### src/lonx_map.vh
// instruction field positions, opcodes and widths for the logic/next-address executor
// included by the design files; definitions only
`ifndef LONX_MAP_VH
`define LONX_MAP_VH
`define LONX_A_HI        31
`define LONX_A_LO        27
`define LONX_B_HI        26
`define LONX_B_LO        22
`define LONX_C_HI        21
`define LONX_C_LO        17
`define LONX_OPX_HI      16
`define LONX_OPX_LO      11
`define LONX_LOW_HI      10
`define LONX_LOW_LO      6
`define LONX_IMM_HI      21
`define LONX_IMM_LO      6
`define LONX_OP_HI       5
`define LONX_OP_LO       0
`define LONX_OP_RTYPE    6'h3A
`define LONX_OP_ORHI     6'h34
`define LONX_OP_ORI      6'h14
`define LONX_OP_ADD_OPX  6'h31
`define LONX_OPX_NEXTPC  6'h1C
`define LONX_OPX_NOR     6'h06
`define LONX_OPX_OR      6'h16
`define LONX_PC_STEP     32'h00000004
`define LONX_HALF_ZERO   16'h0000
`define LONX_REG_ZERO    5'h00
`define LONX_LOW_ZERO    5'h00
`define LONX_WORD_ZERO   32'h00000000
`endif

### src/lonx_regfile.v
// general register file: two registered read ports, one write port
// assumes the executor applies writes; register zero is never written
`timescale 1ns/1ns
`default_nettype none
`include "lonx_map.vh"
module lonx_regfile #(
  parameter DATA_W = 32,
  parameter ADDR_W = 5
) (
  input  wire              ref_clk,
  input  wire              rst,
  input  wire [ADDR_W-1:0] rd_a_addr,
  input  wire [ADDR_W-1:0] rd_b_addr,
  output reg  [DATA_W-1:0] rd_a_data,
  output reg  [DATA_W-1:0] rd_b_data,
  input  wire              wr_en,
  input  wire [ADDR_W-1:0] wr_addr,
  input  wire [DATA_W-1:0] wr_data
);
  // ----------------------------------------
  // storage
  // ----------------------------------------
  reg [DATA_W-1:0] mem_reg [0:(1<<ADDR_W)-1]; // word array
  integer i;
  // write port, zero register held clear, read data registered
  always @(posedge ref_clk) begin
    if (rst) begin
      for (i = 0; i < (1<<ADDR_W); i = i + 1) begin
        mem_reg[i] <= {DATA_W{1'b0}};
      end
      rd_a_data <= {DATA_W{1'b0}};
      rd_b_data <= {DATA_W{1'b0}};
    end else begin
      if (wr_en && (wr_addr != {ADDR_W{1'b0}})) begin
        mem_reg[wr_addr] <= wr_data;
      end
      rd_a_data <= mem_reg[rd_a_addr];
      rd_b_data <= mem_reg[rd_b_addr];
    end
  end
endmodule
`default_nettype wire

### src/lonx_exec.v
// decoder and executor for next-address, nor, or, or-immediate high and low
// assumes fetch presents one instruction with its address and a valid strobe,
// holding both until the edge where instr_ready is also high;
// each instruction takes two cycles (operand read, then write back);
// the register file sits inside, the wb_* outputs mirror every write it takes
`timescale 1ns/1ns
`default_nettype none
`include "lonx_map.vh"
// Function
// - nextpc writes instruction address plus four
// - nextpc: R-type 0x3a, opx 0x1c, A=B=0
// - only nextpc exposes program counter to registers
// - nop changes no architectural state
// - nor writes inverse of A or B
// - or writes A or B
// - orhi ORs immediate into high halfword
// - ori ORs zero-extended immediate into low half
// - ori immediate is unsigned, never sign-extended
module lonx_exec #(
  parameter DATA_W = 32
) (
  input  wire        ref_clk,
  input  wire        rst,
  input  wire        instr_valid,
  input  wire [31:0] instr_word,
  input  wire [31:0] instr_addr,
  output reg         instr_ready,
  output reg         done_pulse,
  output reg         illegal_pulse,
  output reg         wb_en,
  output reg  [4:0]  wb_addr,
  output reg  [31:0] wb_data
);
  // ----------------------------------------
  // states
  // ----------------------------------------
  // one-hot state codes
  localparam [1:0] ST_IDLE = 2'b01; // waiting for instruction
  localparam [1:0] ST_EXEC = 2'b10; // operands arriving from file
  // operation kinds: a plain binary tag, not a state
  localparam [2:0] K_NONE  = 3'h0;
  localparam [2:0] K_NEXT  = 3'h1;
  localparam [2:0] K_NOR   = 3'h2;
  localparam [2:0] K_OR    = 3'h3;
  localparam [2:0] K_ORHI  = 3'h4;
  localparam [2:0] K_ORI   = 3'h5;
  localparam [2:0] K_NOP   = 3'h6;

  // ----------------------------------------
  // field extraction
  // ----------------------------------------
  // every field sits at a fixed place in the word; decode never shifts
  wire [4:0]  fld_a = instr_word[`LONX_A_HI:`LONX_A_LO];
  wire [4:0]  fld_b = instr_word[`LONX_B_HI:`LONX_B_LO];
  wire [4:0]  fld_c = instr_word[`LONX_C_HI:`LONX_C_LO];
  wire [5:0]  fld_opx = instr_word[`LONX_OPX_HI:`LONX_OPX_LO];
  wire [4:0]  fld_low = instr_word[`LONX_LOW_HI:`LONX_LOW_LO];
  wire [15:0] immediate_field_16 = instr_word[`LONX_IMM_HI:`LONX_IMM_LO];
  wire [5:0]  fld_op = instr_word[`LONX_OP_HI:`LONX_OP_LO];

  // ----------------------------------------
  // working registers
  // ----------------------------------------
  reg [1:0]  state_reg, state_next;
  reg [2:0]  kind_reg;      // decoded operation
  reg [4:0]  dest_reg;      // destination index
  reg [15:0] imm_reg;       // held immediate
  reg [31:0] pc_reg;        // held instruction address
  reg [2:0]  kind_dec;      // combinational decode
  reg [4:0]  dest_dec;
  wire [31:0] opnd_a;       // register file read data
  wire [31:0] opnd_b;
  reg [31:0] result;

  // ----------------------------------------
  // handshake
  // ----------------------------------------
  // a word counts only when both strobes are high; right after reset the
  // idle state shows instr_ready low for one cycle and must not take
  wire        take = instr_valid && instr_ready;

  // ----------------------------------------
  // decode
  // ----------------------------------------
  // only nextpc places pc_reg on the write path; no other kind reads it
  // words that match none of the forms below fall through to K_NONE, which
  // later raises illegal_pulse and blocks the write; a nonzero field in bits
  // 10..6 of an R-type word other than nop is treated as such a word
  always @* begin
    kind_dec = K_NONE;
    dest_dec = `LONX_REG_ZERO;
    if (fld_op == `LONX_OP_RTYPE) begin
      if (fld_opx == `LONX_OPX_NEXTPC && fld_a == `LONX_REG_ZERO &&
          fld_b == `LONX_REG_ZERO && fld_low == `LONX_LOW_ZERO) begin
        kind_dec = K_NEXT;
        dest_dec = fld_c;
      end else if (fld_opx == `LONX_OPX_NOR && fld_low == `LONX_LOW_ZERO) begin
        kind_dec = K_NOR;
        dest_dec = fld_c;
      end else if (fld_opx == `LONX_OPX_OR && fld_low == `LONX_LOW_ZERO) begin
        kind_dec = K_OR;
        dest_dec = fld_c;
      end else if (fld_opx == `LONX_OP_ADD_OPX && fld_a == `LONX_REG_ZERO &&
                   fld_b == `LONX_REG_ZERO && fld_c == `LONX_REG_ZERO) begin
        // recognised only so that it is not flagged; it has no destination
        kind_dec = K_NOP;
      end
    end else if (fld_op == `LONX_OP_ORHI) begin
      // I-type words name their destination in the B field
      kind_dec = K_ORHI;
      dest_dec = fld_b;
    end else if (fld_op == `LONX_OP_ORI) begin
      kind_dec = K_ORI;
      dest_dec = fld_b;
    end
  end

  // ----------------------------------------
  // execute
  // ----------------------------------------
  // result is formed in the exec cycle from the registered operands; the
  // immediate halves are glued with zero so no sign bit can leak upward
  always @* begin
    case (kind_reg)
      K_NEXT:  result = pc_reg + `LONX_PC_STEP;
      K_NOR:   result = ~(opnd_a | opnd_b);
      K_OR:    result = opnd_a | opnd_b;
      K_ORHI:  result = opnd_a | {imm_reg, `LONX_HALF_ZERO};
      K_ORI:   result = opnd_a | {`LONX_HALF_ZERO, imm_reg};
      // nop and unknown words produce zero; it is never written
      default: result = `LONX_WORD_ZERO;
    endcase
  end

  // ----------------------------------------
  // next state
  // ----------------------------------------
  // two states only: every instruction costs one idle and one exec cycle
  always @* begin
    case (state_reg)
      ST_IDLE: state_next = take ? ST_EXEC : ST_IDLE;
      ST_EXEC: state_next = ST_IDLE;
      // an unused code drops back to idle
      default: state_next = ST_IDLE;
    endcase
  end

  // ----------------------------------------
  // sequencing and output registers
  // ----------------------------------------
  // pulses fall back low every cycle; wb_addr and wb_data stand until the
  // next exec cycle, so an observer may read them late
  always @(posedge ref_clk) begin
    if (rst) begin
      // everything clears with the state, so no stale write survives reset
      state_reg     <= ST_IDLE;
      kind_reg      <= K_NONE;
      dest_reg      <= `LONX_REG_ZERO;
      imm_reg       <= `LONX_HALF_ZERO;
      pc_reg        <= `LONX_WORD_ZERO;
      instr_ready   <= 1'b0;
      done_pulse    <= 1'b0;
      illegal_pulse <= 1'b0;
      wb_en         <= 1'b0;
      wb_addr       <= `LONX_REG_ZERO;
      wb_data       <= `LONX_WORD_ZERO;
    end else begin
      state_reg     <= state_next;
      done_pulse    <= 1'b0;
      illegal_pulse <= 1'b0;
      wb_en         <= 1'b0;
      instr_ready   <= (state_next == ST_IDLE);
      case (state_reg)
        ST_IDLE: begin
          // latch all the exec cycle needs; fetch may move on after this edge
          if (take) begin
            kind_reg <= kind_dec;
            dest_reg <= dest_dec;
            imm_reg  <= immediate_field_16;
            pc_reg   <= instr_addr;
          end
        end
        ST_EXEC: begin
          // the exec cycle always ends the instruction, written or not
          done_pulse    <= 1'b1;
          illegal_pulse <= (kind_reg == K_NONE);
          // nop and unknown words write no register
          if (kind_reg != K_NONE && kind_reg != K_NOP && dest_reg != `LONX_REG_ZERO) begin
            wb_en <= 1'b1;
          end
          // address and data are captured even when no write follows
          wb_addr <= dest_reg;
          wb_data <= result;
        end
        default: begin
          // unreachable with one-hot codes; fall back to a harmless kind
          kind_reg <= K_NONE;
        end
      endcase
    end
  end

  // ----------------------------------------
  // register file, read addresses straight from the fetched word
  // ----------------------------------------
  // the read is registered at the taking edge, while the word still stands;
  // a write lands one edge after done_pulse, so a dependent word taken in the
  // very next cycle would still see the old value
  lonx_regfile #(
    .DATA_W (DATA_W),
    .ADDR_W (5)
  ) u_rf (
    .ref_clk   (ref_clk),
    .rst       (rst),
    .rd_a_addr (fld_a),
    .rd_b_addr (fld_b),
    .rd_a_data (opnd_a),
    .rd_b_data (opnd_b),
    .wr_en     (wb_en),
    .wr_addr   (wb_addr),
    .wr_data   (wb_data)
  );
endmodule
`default_nettype wire

### config.mk
export PLATFORM = sky130hd
export DESIGN_NAME = lonx_exec
export DESIGN_NICKNAME = d
export VERILOG_FILES = /design/src/lonx_regfile.v /design/src/lonx_exec.v
export VERILOG_INCLUDE_DIRS = /design/src /design/src/src
export SDC_FILE = /design/constraint.sdc
export NUM_CORES = 2
export LEC_CHECK = 0
export ABC_CLOCK_PERIOD_IN_PS = 4700
export BUFFER_PORTS_ARGS = -buffer_cell sky130_fd_sc_hd__buf_2
export CAP_MARGIN = 20
export CORE_ASPECT_RATIO = 1.4
export CORE_MARGIN = 1.5
export CORE_UTILIZATION = 45
export CTS_BUF_LIST = sky130_fd_sc_hd__clkbuf_8
export DETAILED_ROUTE_END_ITERATION = 6
export GPL_TIMING_DRIVEN = 0
export MAX_ROUTING_LAYER = met4
export PLACE_DENSITY = 0.66
export SLEW_MARGIN = 20
export SYNTH_ARGS = -nofsm -noshare
export SYNTH_HDL_FRONTEND = slang
export SYNTH_SLANG_ARGS = --single-unit
### constraint.sdc
create_clock -name ref_clk -period 4.7 [get_ports ref_clk]
set_input_delay 0.705 -clock ref_clk [delete_from_list [all_inputs] [get_ports ref_clk]]
set_output_delay 0.705 -clock ref_clk [all_outputs]
set_load 0.005 [all_outputs]
Yosys cells after proc, flatten, opt, wreduce, memory -nomap -nowiden --
Memories as Yosys holds them, arrays and structs flattened. A register that Yosys moved wholly into a read port is not among the register bits. Index checks and enable logic that the tools add are counted.
Cells by class: bitwise operators 5, reduce and logical (&&, ||, !) cells 24, equal/unequal tests 17, $add $sub $neg 1, mux-type cells 28
Operator list (count):
- $pmux W32 S5 | 1
- $or A32 B32 Y32 | 2
- $mux W5 | 7
- $add A32 B3 Y32 const B | 1
- $mux W32 | 1
- $not A32 Y32 | 1
- $or A32 B16 Y32 | 1
- $reduce_or A32 Y1 | 1
- $mux W3 | 8
- $logic_not A5 Y1 | 4
- $eq A6 B5 Y1 const B | 3
- $eq A6 B6 Y1 const B | 3
- $logic_and A1 B1 Y1 | 12
- $reduce_bool A5 Y1 | 2
- $mux W1 | 8
- $eq A3 B2 Y1 const B | 2
- $eq A3 B3 Y1 const B | 2
- $eq A6 B3 Y1 const B | 1
- $pmux W3 S2 | 1
- $eq A2 B1 Y1 const B | 2
- $mux W2 | 2
- $reduce_and A2 Y1 | 2
- $eq A3 B1 Y1 const B | 1
- $logic_not A3 Y1 | 1
- other kinds (6) | 6
Storage, ports and cells: output and inout bits 41, flip-flop bits (word level) 99, bits in writable memories 1024, bits of input ports 67, memories 1
Memories:
- u_rf.mem_reg | words 32, width 32, rd ports 2, clocked after Yosys merged registers in 2, wr ports 32, RTL line lonx_regfile.v:23 | reg [DATA_W-1:0] mem_reg [0:(1<<ADDR_W)-1];

Longest topological paths before layout --
word-level depth 11, depth in mapped cells 10, mapped depth without buffers 6

Hierarchy --
A second synthesis with hierarchy kept.
Unflattened totals: cell total of the unflattened synthesis 4311, area, all modules 61167.4 µm²
Modules (own cells, without submodules):
- lonx_regfile | instances 1, sequential area each 32030.7 µm², cells an instance 3609, area each 55894.9 µm²
- lonx_exec | instances 1, sequential area each 1981.9 µm², cells an instance 702, area each 5272.6 µm²

Worst setup path before layout --
OpenSTA, ideal clock, no wires.
kind input-to-reg, start point input port instr_word[22], end point register u_rf.rd_b_data[11], read port of u_rf.mem_reg, arrival 2.354 ns, stages on the path 7, slack 2.214 ns, cell sequence buf_2 -> buf_6 -> buf_2 -> mux4_2 -> mux4_2 -> nor2_1 -> nor3_1
RTL lines:
- start: declaration | RTL line lonx_exec.v:25 | input wire [31:0] instr_word,
- end: declaration | RTL line lonx_regfile.v:15 | output reg [DATA_W-1:0] rd_b_data,

==> run summary <==
status: finished clean
Post-Syn Area: 61400 µm²
TritonCTS Sinks: 1187
antenna violations before repair: 29
ys async rst share: 0%
die area: 139000 µm²
nets: 4817
met1 Usage GRT: 46.6%
core footprint: 136000 µm²
TritonRoute pass-1 iters: 6
max incr delay on CP: 1.06 ns
CP endpoint kind: register
final setup violation count: 0
DIE WIDTH: 315 µm
Boundary Pins: 108
Main synth FF type: edfxtp_1
DP Wirelength: 203000 µm
Crit path required time: 5.47 ns
Final GP Congestion: 1.08
Total Wirelength: 282000 µm
slew margin rel.: 11.2%
fmax: 227 MHz
max FFs per register: 1024
Synth Warn #: 0
Final Hold Viols: 0
critical path cell sequence: buf_2 -> buf_6 -> buf_4 -> buf_4 -> nand2_1 -> clkbuf_1 -> o221ai_1 -> a221oi_1 -> nor3_1
routed vias: 45400
Max Buffers Root-to-Sink: 3
crit path launch: instr_word[22]
Final Hold Slack: 0.0519 ns
Via density: 6.76
worst vdd ir: 0.269 mV
largest family of logic cells by synthesized area: multiplexers
DRC: 0
CP Launch Type: primary input
Avg Synthesized Cell Area: 14.1 µm²
vias in the first global route: 43500
first-pass GRT wire length: 372000 µm
Netlist cell types: 70
iteration-0 DRC count of the detailed router: 7671
share of cells above drive strength 1: 22.6%
Layout area overhead: 11.9%
PnR Total Power: 23700 µW
fin cells: 6710
Leakage: 0.0244 µW
Crit path top cell by count: buf_4
Total GRT Usage: 42.0%
fin. max-slew vios: 0
Routed WL per cell: 42.1 µm
gr busiest metal: met2
setup_tns: 0 ns
Detail Route Antenna Nets: 0
Post-synth EDFFs: 1024
Post-Place Cells: 6287
initial core utilization: 45.3%
mux cell area share after synthesis: 20.8%
reg-to-reg startpoint: wb_en
Hold WC Path Type: primary input to register
area share of fa/ha/maj cells after synthesis: 0.0204%
Cell Rows: 160
Clk Latency, worst-skew pair: 0.99 ns
Max Cap Violations: 0
Clock Skew: 0.0517 ns
die height: 440 µm
pin count of the biggest net entering global routing: 33
Seq/Total Area, Yosys: 55.4%
grt met2 use: 61.9%
grt total ovfl: 0
setup ws final: 0.291 ns
CTS tree: yes
Worst Path Arrival: 5.18 ns
H-tree Lvls: 4
CP max FO: 10
post-synthesis simple-gate area fraction: 14.5%
Buf/Inv on CP: 5
Crit Path Class: primary input to register
pwr/cell area: 345 nW/µm²
min Tclk post-route: 4.41 ns
CTS Root Cell: clkbuf_8
unrepaired setup endpoints after global routing: no
compound-gate portion of the synthesized area: 5.13%
Synth Instances: 4369
Inserted Clock Buffers: 186
PortBufs: 101
Post-CTS Resized: 0
Seq cells post-synth: 1187
hold path start: instr_word[14]
worst slew pin tran: 1.33 ns
clk slew on worst S/H paths: 0.07 ns
ratio of final minimum period to clock period: 93.8%
post-synthesis xor/xnor area fraction: 0.756%
Place WS: -0.160 ns
cell family with most CP delay: buffers and inverters
met3 Use GR: 12.5%
slowest CP cell: nor3_1
power by group:
group / switching [µW] / internal, µW / total, µW
Combinational: 1820 / 981 / 2800
Sequential: 237 / 11800 / 12000
Clock: 4550 / 4360 / 8900
tightest hold or removal path: cells and delay by family:
family,cells,cell delay (ns)
compound gates,1,0.05
simple gates,1,0.06
buf+inv,1,0.14
kinds of logic after synthesis:
family,count (synthesis)
other,1
multiplexers,661
XOR/XNOR,53
AO/OA/AOI/OAI,458
adder cells (fa/ha/maj),1
buffers and inverters,474
AND/OR/NAND/NOR,1534
flip-flops,1187
cells in the mapped netlist (all sizes together), types with 3 or more instances:
| cell | instances | area (µm²) |
|---|---|---|
| xnor2 | 47 | 412 |
| nor4 | 12 | 113 |
| and3 | 7 | 43.8 |
| mux2i | 132 | 1320 |
| o211ai | 11 | 82.6 |
| a22oi | 39 | 293 |
| nor2 | 117 | 439 |
| buf | 129 | 789 |
| nor2b | 24 | 150 |
| o32ai | 11 | 104 |
| and4 | 4 | 35.0 |
| mux4 | 488 | 11000 |
| dfxtp | 163 | 3260 |
| clkinv | 15 | 56.3 |
| o22ai | 36 | 225 |
| o31ai | 4 | 30.0 |
| xor2 | 6 | 52.6 |
| nand2 | 178 | 668 |
| o221a | 16 | 180 |
| o21ai | 56 | 280 |
| or3 | 6 | 37.5 |
| a22o | 32 | 280 |
| nor3 | 69 | 365 |
| nor4b | 3 | 41.3 |
| nand3b | 12 | 90.1 |
| clkbuf | 321 | 1200 |
| a21oi | 124 | 621 |
| and2 | 995 | 6220 |
| nand2b | 28 | 175 |
| nor3b | 11 | 82.6 |
| or2 | 35 | 219 |
| nand4 | 6 | 67.6 |
| o221ai | 29 | 254 |
| a221oi | 38 | 333 |
| inv | 9 | 33.8 |
| a31oi | 18 | 113 |
| a21o | 6 | 45.0 |
| or3b | 3 | 26.3 |
| mux2 | 41 | 462 |
| a211oi | 18 | 135 |
| edfxtp | 1024 | 30700 |
| a311oi | 10 | 87.6 |
| nand3 | 20 | 105 |
worst paths after layout:
check / end / slack [ns] / cells after the start
setup / recovery: u_rf.rd_b_data[18] / 0.29 / 9
hold / removal: imm_reg[8] / 0.05 / 3
setup reg to reg: u_rf.mem_reg[6][15] / 1.29 / 4
hold reg to reg: wb_addr[1] / 0.49 / 2
cell usage in the layout, fill, tap and decap left out, types with 19 or more instances in the layout:
master         instances
clkbuf_2              23
o21ai_0               52
mux2_2                39
buf_4                 26
nor2b_1               24
clkbuf_8             206
nand2_1              178
dlygate4sd3_1         46
and2_1               995
clkbuf_1             297
buf_2                173
nor3_1                56
mux4_2               488
nand2b_1              28
a22oi_1               39
a221oi_1              36
nand3_1               19
o22ai_1               36
conb_1                32
xnor2_1               47
clkinv_1              58
nor2_1               116
clkinv_2              26
diode_2               25
mux2i_1              132
dfxtp_1              163
inv_1                 59
edfxtp_1            1024
o221ai_1              29
a22o_1                32
a21oi_1              124
through the flow:
| step | util [%] | area [µm²] |
|---|---|---|
| finish | 50.6 | 68700 |
| floorplan | - | 61500 |
| global route | 50.6 | 68700 |
| detailed placement | 47.5 | 64400 |
| global placement | 47.4 | 64300 |
| CTS | 50.4 | 68500 |
area by class of cell:
type                       count  area [µm²]
fill                       11800       67000
buffer                       450        2030
timing repair buffer         161        1160
sequential                  1187       34000
clock inverter               140         817
antenna                       25        62.6
tap                         1782        2230
inverter                      24        90.1
clock buffer                 202        2780
multi-input combinational   2739       25600
repair_timing:
| action | 4_1_cts | 5_1_grt |
|---|---|---|
| setup buffers | 0 | 0 |
| hold buffers | 46 | 0 |
| endpoints found under the hold margin | 51 | 0 |
| endpoints found under the setup margin | 0 | 0 |
per-layer routing:
layer,share of wire (%),wire length (µm),vias up
met2,45,128000,3855
met1,32,91700,23000
li1,-,-,17300
met3,12,33700,1169
met5,0,0,-
met4,10,29200,0
No activity file was read; power rests on OpenSTA's default activity.
